File: src/core/mex_pkg.sv
// Constants, types and field layouts for the memory exchange error
// and global scan block. Assumes a single 100 MHz synchronous domain.
package mex_pkg;
  localparam int DATA_W = 52;
  localparam int WORD_W = 60;
  localparam int HAM_W = 6;
  localparam int ADDR_W = 19;
  localparam int SCAN_W = 48;
  localparam int OVP_BIT = 58;
  localparam int SPARE_BIT = 59;
  localparam int OP_LSB = 42;
  localparam int OP_W = 6;
  localparam int VAR_LSB = 40;
  localparam int VAR_W = 2;
  localparam int SDATA_LSB = 16;
  localparam int SDATA_W = 24;
  localparam int RB_UNSUCC = 0;
  localparam int RB_INVALID = 1;
  localparam int RB_TXPAR = 2;
  localparam int RB_RCVD = 3;
  localparam int RB_STATE_LSB = 4;
  localparam int RB_RX_MSG_PAR = 4;
  localparam int RB_FLAG_LSB = 12;
  localparam logic [SCAN_W-1:0] RSP_BUF_RST = 48'h0;
  localparam logic [SCAN_W-1:0] MSG_BUF_RST = 48'h0;

  typedef enum logic [4:0] {
    ST_IDLE = 5'b00001,
    ST_MEM = 5'b00010,
    ST_CORR = 5'b00100,
    ST_SCAN = 5'b01000,
    ST_DONE = 5'b10000
  } mex_state_t;

  typedef struct packed {
    logic global_port;
    logic scan;
    logic write;
    logic scan_in;
    logic sel_msg;
    logic [ADDR_W-1:0] addr;
    logic [DATA_W-1:0] wdata;
  } mex_req_t;
endpackage

File: src/core/mex_core.sv
// Memory exchange error handling and global scan port control.
// Assumes storage module and global module logic share clk.
// Summary of operation
// - Writes append 7 check bits and a zero spare bit, 60 stored
// - Reads correct any single bit error
// - Double-bit errors flagged, never corrected
// - Report single and multiple errors for logging
// - Address/control parity error repeats whole cycle
// - Successful retry is reported, operation completes
// - Second address/control error aborts, raises alarm
// - Read parity error gets read latches resent
// - Resent data bad starts correction cycle
// - Write data parity errors never retried
// - At most one retry per operation
// - Global memory and scan never overlap
// - Global port addresses 512K words like local
// - Scan-in reads response or message buffer
// - Scan-out always loads the response buffer
// - Arriving scan message with good parity interrupts the processor
// - Receiver writes result word to sender
// - Opcode 47:6, variant 41:2, data 39:24
// - Decode 32 functions in five classes
// - Normal response bits 4-11 give receiver state
// - Common bits 0-3 and 12-15 in both formats
// - Error response bits 4-8 parity flags, 9-11 zero
// - Scan flag picks scan versus global memory
// - Bad message parity gives error response
// - Sender owns control bus until response
`timescale 1ns/1ns
`default_nettype none
module mex_core
  import mex_pkg::*;
(
  input wire logic clk,
  input wire logic reset,
  input wire logic req_valid,
  input wire mex_req_t req,
  output logic req_ready_q,
  output logic rsp_valid_q,
  output logic [DATA_W-1:0] rsp_data_q,
  output logic rsp_abort_q,
  output logic [SCAN_W-1:0] scan_rdata_q,
  output logic ev_single_q,
  output logic ev_multi_q,
  output logic ev_retry_q,
  output logic ev_alarm_q,
  output logic mem_req_q,
  output logic mem_write_q,
  output logic mem_global_q,
  output logic [ADDR_W-1:0] mem_addr_q,
  output logic [WORD_W-1:0] mem_wdata_q,
  output logic mem_resend_q,
  output logic mem_corr_q,
  input wire logic mem_done,
  input wire logic [WORD_W-1:0] mem_rdata,
  input wire logic mem_acpar_err,
  input wire logic mem_rdpar_err,
  output logic scan_tx_valid_q,
  output logic [SCAN_W-1:0] scan_tx_word_q,
  output logic scan_bus_own_q,
  output logic scan_busy_q,
  input wire logic rsp_in_valid,
  input wire logic [SCAN_W-1:0] rsp_in_word,
  input wire logic msg_valid,
  input wire logic [SCAN_W-1:0] msg_word,
  input wire logic msg_par_err,
  input wire logic [4:0] msg_par_flags,
  input wire logic [7:0] rx_state,
  input wire logic [3:0] rx_flags,
  output logic msg_irq_q,
  output logic resp_out_valid_q,
  output logic [SCAN_W-1:0] resp_out_word_q
);
  // Hamming syndrome: data bit i sits at the i-th non power-of-two position
  function automatic logic [HAM_W-1:0] ham_syn(input logic [DATA_W-1:0] d);
    logic [HAM_W-1:0] s;
    logic [6:0] p;
    s = '0;
    p = 7'h03;
    for (int i = 0; i < DATA_W; i++) begin
      if ((p & (p - 7'h01)) == 7'h00) begin
        p = p + 7'h01;
      end
      if (d[i]) begin
        s = s ^ p[HAM_W-1:0];
      end
      p = p + 7'h01;
    end
    return s;
  endfunction
  function automatic logic [DATA_W-1:0] ham_fix(input logic [DATA_W-1:0] d,
                                                 input logic [HAM_W-1:0] s);
    logic [DATA_W-1:0] r;
    logic [6:0] p;
    r = d;
    p = 7'h03;
    for (int i = 0; i < DATA_W; i++) begin
      if ((p & (p - 7'h01)) == 7'h00) begin
        p = p + 7'h01;
      end
      if (p[HAM_W-1:0] == s) begin
        r[i] = ~d[i];
      end
      p = p + 7'h01;
    end
    return r;
  endfunction

  function automatic logic [WORD_W-1:0] ecc_word(input logic [DATA_W-1:0] d);
    logic [HAM_W-1:0] s;
    s = ham_syn(d);
    return {1'b0, (^d) ^ (^s), s, d};
  endfunction

  // Unlisted opcodes (111011, 110100, 110101 and others) fall outside all classes
  function automatic logic op_known(input logic [OP_W-1:0] op);
    return (op >= 6'h01 && op <= 6'h07) || (op >= 6'h38 && op <= 6'h3d && op != 6'h3b)
        || (op >= 6'h10 && op <= 6'h17) || (op >= 6'h09 && op <= 6'h0e)
        || (op >= 6'h30 && op <= 6'h37 && op != 6'h34 && op != 6'h35);
  endfunction

  mex_state_t state_q, state_d;
  logic retry_q;
  logic [SCAN_W-1:0] rsp_buf_q;
  logic [SCAN_W-1:0] msg_buf_q;

  // Read check: syndrome plus overall parity over the stored word
  wire logic [HAM_W-1:0] rd_syn = ham_syn(mem_rdata[DATA_W-1:0])
                                  ^ mem_rdata[DATA_W+HAM_W-1:DATA_W];
  wire logic rd_ovp = ^mem_rdata[OVP_BIT:0];
  wire logic rd_single = rd_ovp;
  wire logic rd_multi = !rd_ovp && (rd_syn != '0);
  wire logic [DATA_W-1:0] rd_fixed = (rd_single && rd_syn != '0)
      ? ham_fix(mem_rdata[DATA_W-1:0], rd_syn) : mem_rdata[DATA_W-1:0];

  wire logic idle = (state_q == ST_IDLE);
  wire logic take = idle && req_valid;
  wire logic take_scan = take && req.global_port && req.scan;
  wire logic take_mem = take && !take_scan;
  wire logic scan_out_go = take_scan && !req.scan_in;
  wire logic scan_in_go = take_scan && req.scan_in;
  wire logic [SCAN_W-1:0] scan_src = req.sel_msg ? msg_buf_q : rsp_buf_q;
  wire logic fin = (state_q == ST_MEM || state_q == ST_CORR) && mem_done;
  wire logic ac_err = (state_q == ST_MEM) && mem_done && mem_acpar_err;
  wire logic ac_retry = ac_err && !retry_q;
  wire logic ac_abort = ac_err && retry_q;
  wire logic rd_err = (state_q == ST_MEM) && mem_done && !mem_write_q
                      && !mem_acpar_err && mem_rdpar_err;
  wire logic rd_retry = rd_err && !retry_q;
  wire logic rd_corr = rd_err && retry_q;
  // Write data parity has no input here: writes never retry for it
  wire logic deliver = fin && !ac_err && !rd_err;
  wire logic scan_back = (state_q == ST_SCAN) && rsp_in_valid;

  always_comb begin
    state_d = state_q;
    case (state_q)
      ST_IDLE: begin
        if (scan_out_go) begin
          state_d = ST_SCAN;
        end else if (scan_in_go) begin
          state_d = ST_DONE;
        end else if (take_mem) begin
          state_d = ST_MEM;
        end
      end
      ST_MEM: begin
        if (ac_abort || deliver) begin
          state_d = ST_DONE;
        end else if (rd_corr) begin
          state_d = ST_CORR;
        end
      end
      ST_CORR: begin
        if (mem_done) begin
          state_d = ST_DONE;
        end
      end
      ST_SCAN: begin
        if (rsp_in_valid) begin
          state_d = ST_DONE;
        end
      end
      ST_DONE: state_d = ST_IDLE;
      default: state_d = ST_IDLE;
    endcase
  end

  // One FSM serialises global memory and scan use of the port
  always_ff @(posedge clk) begin
    if (reset) begin
      state_q <= ST_IDLE;
      req_ready_q <= 1'b0;
    end else begin
      state_q <= state_d;
      req_ready_q <= (state_d == ST_IDLE);
    end
  end

  always_ff @(posedge clk) begin
    if (reset) begin
      retry_q <= 1'b0;
      mem_req_q <= 1'b0;
      mem_write_q <= 1'b0;
      mem_global_q <= 1'b0;
      mem_addr_q <= '0;
      mem_wdata_q <= '0;
      mem_resend_q <= 1'b0;
      mem_corr_q <= 1'b0;
    end else begin
      mem_req_q <= take_mem || ac_retry;
      mem_resend_q <= rd_retry;
      mem_corr_q <= rd_corr;
      if (take_mem) begin
        retry_q <= 1'b0;
        mem_write_q <= req.write;
        mem_global_q <= req.global_port;
        mem_addr_q <= req.addr;
        mem_wdata_q <= ecc_word(req.wdata);
      end else if (ac_retry || rd_retry) begin
        retry_q <= 1'b1;
      end
    end
  end

  always_ff @(posedge clk) begin
    if (reset) begin
      rsp_valid_q <= 1'b0;
      rsp_data_q <= '0;
      rsp_abort_q <= 1'b0;
      ev_single_q <= 1'b0;
      ev_multi_q <= 1'b0;
      ev_retry_q <= 1'b0;
      ev_alarm_q <= 1'b0;
    end else begin
      rsp_valid_q <= fin && !ac_retry && !rd_err || ac_abort || scan_in_go || scan_back;
      rsp_abort_q <= ac_abort;
      ev_alarm_q <= ac_abort;
      ev_retry_q <= deliver && retry_q && state_q == ST_MEM;
      ev_single_q <= fin && !ac_err && !rd_err && !mem_write_q && rd_single;
      ev_multi_q <= fin && !ac_err && !rd_err && !mem_write_q && rd_multi;
      if (fin && !mem_write_q) begin
        rsp_data_q <= rd_fixed;
      end
    end
  end

  // Scan side: our response buffer, bus ownership and busy
  always_ff @(posedge clk) begin
    if (reset) begin
      rsp_buf_q <= RSP_BUF_RST;
      scan_rdata_q <= '0;
      scan_tx_valid_q <= 1'b0;
      scan_tx_word_q <= '0;
      scan_bus_own_q <= 1'b0;
      scan_busy_q <= 1'b0;
    end else begin
      scan_tx_valid_q <= scan_out_go;
      if (scan_out_go) begin
        rsp_buf_q <= req.wdata[SCAN_W-1:0];
        scan_tx_word_q <= req.wdata[SCAN_W-1:0];
        scan_bus_own_q <= 1'b1;
        scan_busy_q <= 1'b1;
      end else if (scan_back) begin
        rsp_buf_q <= rsp_in_word;
        scan_rdata_q <= rsp_in_word;
        scan_bus_own_q <= 1'b0;
        scan_busy_q <= 1'b0;
      end
      if (scan_in_go) begin
        scan_rdata_q <= scan_src;
      end
    end
  end

  // Receiver side: message buffer, interrupt, result word to sender
  wire logic [OP_W-1:0] msg_op = msg_word[OP_LSB+OP_W-1:OP_LSB];
  wire logic [15:0] resp_ok = {rx_flags, rx_state, 1'b1, 1'b0,
                               !op_known(msg_op), 1'b0};
  wire logic [15:0] resp_bad = {rx_flags, 3'b000, msg_par_flags, 1'b1, 1'b1,
                                1'b0, 1'b1};

  always_ff @(posedge clk) begin
    if (reset) begin
      msg_buf_q <= MSG_BUF_RST;
      msg_irq_q <= 1'b0;
      resp_out_valid_q <= 1'b0;
      resp_out_word_q <= '0;
    end else begin
      msg_irq_q <= msg_valid && !msg_par_err;
      resp_out_valid_q <= msg_valid;
      if (msg_valid) begin
        msg_buf_q <= msg_word;
        // Parity error: opcode ignored, error format returned
        resp_out_word_q <= {32'h0, msg_par_err ? resp_bad : resp_ok};
      end
    end
  end
endmodule
`default_nettype wire

File: config.mk
export PLATFORM = sky130hd
export DESIGN_NAME = mex_core
export DESIGN_NICKNAME = d
export VERILOG_FILES = /design/src/core/mex_pkg.sv /design/src/core/mex_core.sv
export SDC_FILE = /design/constraint.sdc
export NUM_CORES = 1
export LEC_CHECK = 0
export BUFFER_PORTS_ARGS = -buffer_cell sky130_fd_sc_hd__clkbuf_2
export CORE_AREA = 2 2 211 213
export DETAILED_ROUTE_END_ITERATION = 10
export DIE_AREA = 0 0 213 215
export PLACE_DENSITY = 0.66
export REMOVE_ABC_BUFFERS = 1
export SLEW_MARGIN = 40
export SYNTH_ARGS = -nofsm -noshare
export SYNTH_HDL_FRONTEND = slang
export SYNTH_SLANG_ARGS = --single-unit
File: constraint.sdc
create_clock -name clk -period 4.25 [get_ports clk]
set_input_delay 1.0625 -clock clk [delete_from_list [all_inputs] [get_ports clk]]
set_output_delay 1.0625 -clock clk [all_outputs]
set_load 0.05 [all_outputs]
==> impl_metrics.ini, run 1 <==
[setup_path]
path_delay_family = XOR/XNOR gates
cp.depth = 10
crit_top_cell = xnor2_1
crit_required_ns = 4.71
start_kind = primary input
critPathMaxStageDelay_ns = 0.51
slowest_stage = nor3_1
reg2reg_depth = 8
end_kind = register
crit_type = primary input to register
path_cells = clkbuf_2 -> xnor3_1 -> xnor2_1 -> xnor3_1 -> xnor2_1 -> or2_2 -> nor3_1 -> buf_4 -> xnor2_1 -> a211oi_1
critical_path_buf_inv_count = 2
crit_arrival_ns = 4.11
crit_path_max_fanout = 14

[detailed_routing]
viasPerCell = 5.04
num_vias = 14900
antenna_left = 0
drt-initial-drc-count = 856
wl_um = 57200
wl_per_cell_um = 19.4
firstDrtPassIters = 5
remaining_drc_errors = 0

[clocking]
holdBufCountCts = 0
cts_resized = 0
clk_latency_ns = 0.55
root_buffer = clkbuf_16
cts_made_buffers = 39
cts_tree = yes
htreeDepth = 2
path_clk_slew_ns = 0.06
cts.path.max_buffers = 3
cts.sinks = 358
cts_setup_buffers = 0

[global_route]
track_usage_pct = 24.1
grt_overflow_total = 0
grt_pass1_wl_um = 84600
grt_antenna_before_repair = 3
grt_max_degree = 116
first_global_vias = 14600

[sta]
worst_pin_slew_ns = 0.764
slew_viol_final = 0
hold_ws_ns = 0.453
setup_violations = 0
fin_crit_ns = 3.65
finalCritPeriodShare_pct = 85.8
clock_skew_ns = 0.0158
hold_viol = 0
slew_headroom_pct = 48.9
clock.fmax_mhz = 274
rsz0062_at_grt = false
setup_ws_ns = 0.604

[synth]
avgSynthCellArea_um2 = 8.77
ys.warnings.count = 0
ys_ff_latch = 358
syn_area_um2 = 16400
synth-main-ff-cell = dfxtp_1
ys_async_sr_fraction_pct = 0
synth.distinct_cells = 42
yosysSeqAreaShare_pct = 43.7
synth_edf_count = 0
synth_cells = 1871

[floorplan]
die_h_um = 215
rows = 77
fp.dieW_um = 213
dieArea_um2 = 45800
core_area_um2 = 43600
io_pins = 550
initial_core_util_pct = 37.6

[placement]
dpl-instance-area_um2 = 19500
numPortBuffers = 515
place_ws_ns = 0.154
hpwl_um = 42200
dp.cells = 2882
finalWeightedCongestion = 0.901

[power_and_ir_drop]
p_leak_nw = 8.91
p_per_area_nw_per_um2 = 521
power_mw = 10.8
ir_drop_uv = 330

[finish]
fin_nets = 2590
drive_gt1_share_pct = 27.5
layout_common_cells = clkbuf_2, dfxtp_1, nand2_1, nor2_1, a21oi_1
area.growth.synth_to_final_pct = 26.7
final_area_um2 = 20800
num-fill-cells = 4269
finalNonFillerCells = 2951
final_common_cell = clkbuf_2
diodes = 0

[run_status]
status = completed

[job]
maxCapViolCount = 0

[hold_path]
whs_path_depth = 2
hp-class = register to register
==> report_power, final <==
part	switching [mW]	leakage [nW]	internal, mW
combinational	2.42	5.37	1.47
sequential	0.0661	2.91	3.49
clock	1.40	0.623	1.99
==> area by class of cell <==
class                      count  area, µm²  area share [%]
clock buffer                  59       1150            5.54
timing repair buffer         554       2980            14.3
tap                          592        741            3.56
inverter                       3       11.3          0.0542
multi-input combinational   1376       8630            41.5
sequential                   358       7170            34.5
clock inverter                 9        110           0.530
==> synthesized netlist by cell type, drive strengths merged, types with 3 or more instances <==
master	n	area (µm²)
clkbuf	109	409
nand3b	3	22.5
o31ai	3	22.5
nor3	59	370
a21oi	184	921
or3	5	31.3
nor2b	9	56.3
nor2	184	691
dfxtp	358	7170
a211oi	61	458
inv	3	11.3
buf	57	375
nand2	354	1330
xor2	31	272
nand2b	9	56.3
a31oi	48	300
mux2i	106	1060
nor3b	3	22.5
xnor3	38	871
or2	3	18.8
o21ai	52	260
xnor2	175	1540
==> cells by family (layout without fill, tap and decap cells) <==
kind of cell    count (synthesis)  count (layout)  synth area share (%)
other cells                     1              33                0.0228
compound gates                356             356                  12.4
fa+ha+maj                       1               1                0.0610
buf+inv                       169             625                  4.85
flops                         358             358                  43.7
xor+xnor                      245             245                  16.5
simple gates                  635             635                  16.1
mux                           106             106                  6.46
==> worst register-to-register path: cells and delay by family (launching register included) <==
family / cells / cell delay [ns]
flip-flops: 1 / 0.37
buffers and inverters: 1 / 0.41
AND/OR/NAND/NOR: 5 / 1.66
AO/OA/AOI/OAI: 2 / 0.41
==> sequential cells by signal, indices dropped and copies added, names as in the netlist, 5 cells and up <==
name and flops:
mem_addr_q 19, mem_wdata_q 59, msg_buf_q 48, resp_out_word_q 15
rsp_buf_q 48, rsp_data_q 52, scan_rdata_q 48, scan_tx_word_q 48
state_q 5
==> metal layers <==
| metal | GRT usage, % | vias up | wire length (µm) |
|---|---|---|---|
| li1 | - | 7126 | - |
| met1 | 27.1 | 7037 | 22100 |
| met2 | 42.5 | 572 | 28200 |
| met3 | 6.40 | 122 | 4460 |
| met4 | 10.4 | 6 | 2390 |
| met5 | 0 | - | 41 |
==> worst paths after layout <==
| check | from | endpoint | slack (ns) |
|---|---|---|---|
| setup / recovery | mem_rdata[9] | rsp_data_q[20]$_SDFFE_PP0P_ | 0.60 |
| hold / removal | mem_wdata_q[38]$_SDFFE_PP0P_ | mem_wdata_q[38]$_SDFFE_PP0P_ | 0.45 |
| setup reg to reg | state_q[3]$_SDFF_PP0_ | scan_rdata_q[47]$_SDFFE_PP0P_ | 1.35 |
| hold reg to reg | mem_wdata_q[38]$_SDFFE_PP0P_ | mem_wdata_q[38]$_SDFFE_PP0P_ | 0.45 |
==> stage by stage <==
| step | setup TNS [ns] | util, % |
|---|---|---|
| final | 0 | 47.6 |
| after global routing | 0 | 47.6 |
| after global placement | 0 | 44.6 |
| after CTS | 0 | 47.6 |
| after floorplan | -237.76 | - |
| after detailed placement | 0 | 44.7 |
Power figures use the tool's default switching activity.
==> run 2, diff against run 1 <==
Settings changed: CAP_MARGIN from default to 0, RECOVER_POWER from default to 50.
==> impl_metrics.ini, run 2 (same netlist as run 1, synthesis figures left out) <==
[clocking]
cts.sinks = 358
path_clk_slew_ns = 0.07
cts_setup_buffers = 0
cts.path.max_buffers = 3
cts_resized = 0
cts_made_buffers = 39
cts_tree = yes
htreeDepth = 2
clk_latency_ns = 0.55
holdBufCountCts = 0
root_buffer = clkbuf_16

[finish]
fin_nets = 2590
drive_gt1_share_pct = 18.3
finalNonFillerCells = 2951
final_core_util_pct = 46.9
largestRegisters = mem_wdata_q x59, rsp_data_q x52
largest_reg_flops = 59
num-fill-cells = 4399
final_area_um2 = 20500
layout_common_cells = dfxtp_1, nand2_1, clkbuf_2, clkbuf_1, nor2_1
area.growth.synth_to_final_pct = 24.7
diodes = 0
regMostFlops = mem_wdata_q
final_common_cell = dfxtp_1

[sta]
slew_headroom_pct = -64.2
clock.fmax_mhz = 274
finalCritPeriodShare_pct = 86.0
rsz0062_at_grt = false
setup_violations = 0
hold_viol = 0
clock_skew_ns = 0.0158
fin_crit_ns = 3.65
slew_viol_final = 151
worst_pin_slew_ns = 2.46
setup_ws_ns = 0.596

[setup_path]
crit_path_max_fanout = 37
crit_arrival_ns = 4.00
crit_required_ns = 4.60
crit_type = primary input to register
worstReg2RegStart = state_q[3]$_SDFF_PP0_
r2r_slack_ns = 1.06
start_kind = primary input
end_kind = register
critPathMaxStageDelay_ns = 1.71
startpoint = msg_valid
slowest_stage = clkbuf_1
path_cells = clkbuf_1 -> clkbuf_2 -> mux2i_1 -> nor2_1
r2r_end = mem_wdata_q[41]$_SDFFE_PP0P_
reg2reg_depth = 6
critPathCapture = msg_buf_q[20]$_SDFFE_PP0P_

[floorplan]
initial_core_util_pct = 37.6
dieArea_um2 = 45800
fp.dieW_um = 213
rows = 77
io_pins = 550
die_h_um = 215
core_area_um2 = 43600

[power_and_ir_drop]
p_leak_nw = 8.15
p_per_area_nw_per_um2 = 529
ir_drop_uv = 332
power_mw = 10.8

[global_route]
grt_pass1_wl_um = 84600
grt_overflow_total = 0
track_usage_pct = 24.1
first_global_vias = 14600
grt_max_degree = 116
grt_antenna_before_repair = 3

[run_status]
violations = max-capacitance violations, max-slew violations
status = finished with violations

[detailed_routing]
wl_um = 57500
wl_per_cell_um = 19.5
firstDrtPassIters = 5
num_vias = 14900
viasPerCell = 5.05
remaining_drc_errors = 0
antenna_left = 0
drt-initial-drc-count = 927

[placement]
numPortBuffers = 515
hpwl_um = 42200
place_ws_ns = 0.154
dpl-instance-area_um2 = 19500
finalWeightedCongestion = 0.901
dp.cells = 2882

[job]
maxCapViolCount = 3

[hold_path]
hp-start = mem_wdata_q[43]$_SDFFE_PP0P_
hp-class = register to register
whs_path_depth = 2
-- run 2: how the worst min path moves through the flow --
stage                                   endpoint  slack, ns
global placement    mem_wdata_q[38]$_SDFFE_PP0P_       0.44
floorplan              rsp_buf_q[0]$_SDFFE_PP0P_       0.43
CTS                 mem_wdata_q[38]$_SDFFE_PP0P_       0.45
detailed placement  mem_wdata_q[38]$_SDFFE_PP0P_       0.45
finish              mem_wdata_q[43]$_SDFFE_PP0P_       0.45
global route        mem_wdata_q[51]$_SDFFE_PP0P_       0.47
-- run 2: critical path: cells and delay by family --
family        cells  cell delay [ns]
simple gates      1             0.06
mux               1             0.26
buf+inv           2             2.56
-- run 2: through the flow --
step                hold WS [ns]  setup TNS (ns)
floorplan                  0.435         -237.76
CTS                        0.454               0
detailed placement         0.446               0
finish                     0.453               0
global placement           0.441               0
global route               0.469               0
-- run 2: power by group --
part	leakage (nW)	internal [mW]	switching [mW]
registers	2.91	3.49	0.0658
logic	4.61	1.45	2.43
clock network	0.623	1.99	1.41
-- run 2: layout make-up --
| cell class | instances | area [µm²] | area share (%) |
|---|---|---|---|
| Clock buffer | 59 | 1150 | 5.63 |
| Inverter | 3 | 11.3 | 0.0550 |
| Multi-Input combinational cell | 1376 | 8620 | 42.1 |
| Tap cell | 592 | 741 | 3.62 |
| Sequential cell | 358 | 7170 | 35.0 |
| Timing Repair Buffer | 554 | 2670 | 13.0 |
| Clock inverter | 9 | 110 | 0.538 |
-- run 2: routing by layer --
metal	global-route usage [%]	vias up	part of all wire [%]
li1	-	7117	-
met1	27.1	7073	39
met2	42.5	573	49
met3	6.40	120	7.9
met4	10.4	6	4.2
met5	0	-	0.071
==> run 3, diff against run 2 <==
--- a/constraint.sdc
+++ b/constraint.sdc
@@ -3,2 +3,2 @@
 set_output_delay 1.0625 -clock clk [all_outputs]
-set_load 0.05 [all_outputs]
+set_load 0.01 [all_outputs]
==> impl_metrics.ini, run 3 (same netlist as run 1, synthesis figures left out) <==
[run_status]
status = finished with violations
violations = max-capacitance violations, max-slew violations

[finish]
diodes = 0
fin_nets = 2590
layout_common_cells = dfxtp_1, nand2_1, clkbuf_2, clkbuf_1, nor2_1
finalNonFillerCells = 2951
final_area_um2 = 20500
largestRegisters = mem_wdata_q x59, rsp_data_q x52
largest_reg_flops = 59
regMostFlops = mem_wdata_q
area.growth.synth_to_final_pct = 24.6
drive_gt1_share_pct = 17.4
final_common_cell = dfxtp_1

[floorplan]
die_h_um = 215
core_area_um2 = 43600
initial_core_util_pct = 37.6
dieArea_um2 = 45800
rows = 77
io_pins = 550
fp.dieW_um = 213

[clocking]
cts_setup_buffers = 0
clk_latency_ns = 0.55
htreeDepth = 2
cts_made_buffers = 39
cts.path.max_buffers = 3
cts_resized = 0
root_buffer = clkbuf_16
holdBufCountCts = 0
cts.sinks = 358
cts_tree = yes
path_clk_slew_ns = 0.06

[sta]
clock_skew_ns = 0.0159
fin_crit_ns = 3.65
rsz0062_at_grt = false
worst_pin_slew_ns = 2.45
hold_viol = 0
clock.fmax_mhz = 274
finalCritPeriodShare_pct = 86.0
setup_ws_ns = 0.596
setup_tns_ns = 0
setup_violations = 0
slew_headroom_pct = -63.5
slew_viol_final = 122

[global_route]
grt_antenna_before_repair = 3
grt_pass1_wl_um = 84600
grt_overflow_total = 0
grt_max_degree = 116
track_usage_pct = 24.1
first_global_vias = 14600

[placement]
numPortBuffers = 515
finalWeightedCongestion = 0.901
place_ws_ns = 0.154
hpwl_um = 42200
dp.cells = 2882
dpl-instance-area_um2 = 19500

[setup_path]
crit_top_cell = xnor2_1
crit_arrival_ns = 4.08
slowest_stage = xnor3_1
end_kind = register
path_delay_family = XOR/XNOR gates
critical_path_buf_inv_count = 2
start_kind = primary input
crit_type = primary input to register
crit_required_ns = 4.67
critPathMaxStageDelay_ns = 0.49
crit_path_max_fanout = 14
path_cells = clkbuf_2 -> xnor3_1 -> xnor2_1 -> xnor3_1 -> xnor2_1 -> or2_2 -> nor3_1 -> buf_4 -> xnor2_1 -> a211oi_1

[detailed_routing]
wl_um = 57400
viasPerCell = 5.03
firstDrtPassIters = 5
num_vias = 14800
drt-initial-drc-count = 894
wl_per_cell_um = 19.4
antenna_left = 0
remaining_drc_errors = 0

[job]
maxCapViolCount = 2

[power_and_ir_drop]
power_mw = 10.5
ir_drop_uv = 330
p_per_area_nw_per_um2 = 513
p_leak_nw = 8.08

[hold_path]
hp-class = register to register
## run 3: cell counts in the layout (fill, tap and decap cells not counted)
No cell type changed its count.
## run 3: per-layer routing
layer / part of all wire [%] / global-route usage [%]
met5: 0.071 / 0
met4: 4.1 / 10.4
met3: 7.8 / 6.40
met2: 49 / 42.5
met1: 39 / 27.1
## run 3: worst paths after layout
check / startpoint / to / slack, ns / cells after the start
worst max register to register: state_q[3]$_SDFF_PP0_ / scan_rdata_q[47]$_SDFFE_PP0P_ / 1.35 / 8
worst max-delay path: mem_rdata[9] / rsp_data_q[20]$_SDFFE_PP0P_ / 0.60 / 10
worst min-delay path: mem_wdata_q[38]$_SDFFE_PP0P_ / mem_wdata_q[38]$_SDFFE_PP0P_ / 0.45 / 2
worst min register to register: mem_wdata_q[38]$_SDFFE_PP0P_ / mem_wdata_q[38]$_SDFFE_PP0P_ / 0.45 / 2
## run 3: power by group
group / internal [mW] / switching, mW / leakage [nW]
Clock: 1.99 / 1.40 / 0.623
Sequential: 3.49 / 0.0658 / 2.91
Combinational: 1.45 / 2.10 / 4.55
## run 3: worst min-delay path: stages (launching register included)
cell and delay [ns]:
dfxtp_1 0.30, nand2_1 0.05, a21oi_1 0.05
## run 3: through the flow
| step | hold WS, ns | util, % |
|---|---|---|
| 2_1_floorplan | 0.435 | - |
| 3_3_place_gp | 0.441 | 44.6 |
| 3_5_place_dp | 0.446 | 44.7 |
| 4_1_cts | 0.454 | 47.6 |
| 5_1_grt | 0.469 | 46.9 |
| 6_report | 0.453 | 46.9 |
## run 3: area by class of cell
class                   count  area [µm²]
multi-input cells        1376        8630
fillers                  4408       23200
well taps                 592         741
clock buffers              59        1150
clock inverters             9         110
inverters                   3        11.3
flip-flops and latches    358        7170
repair buffers            554        2640
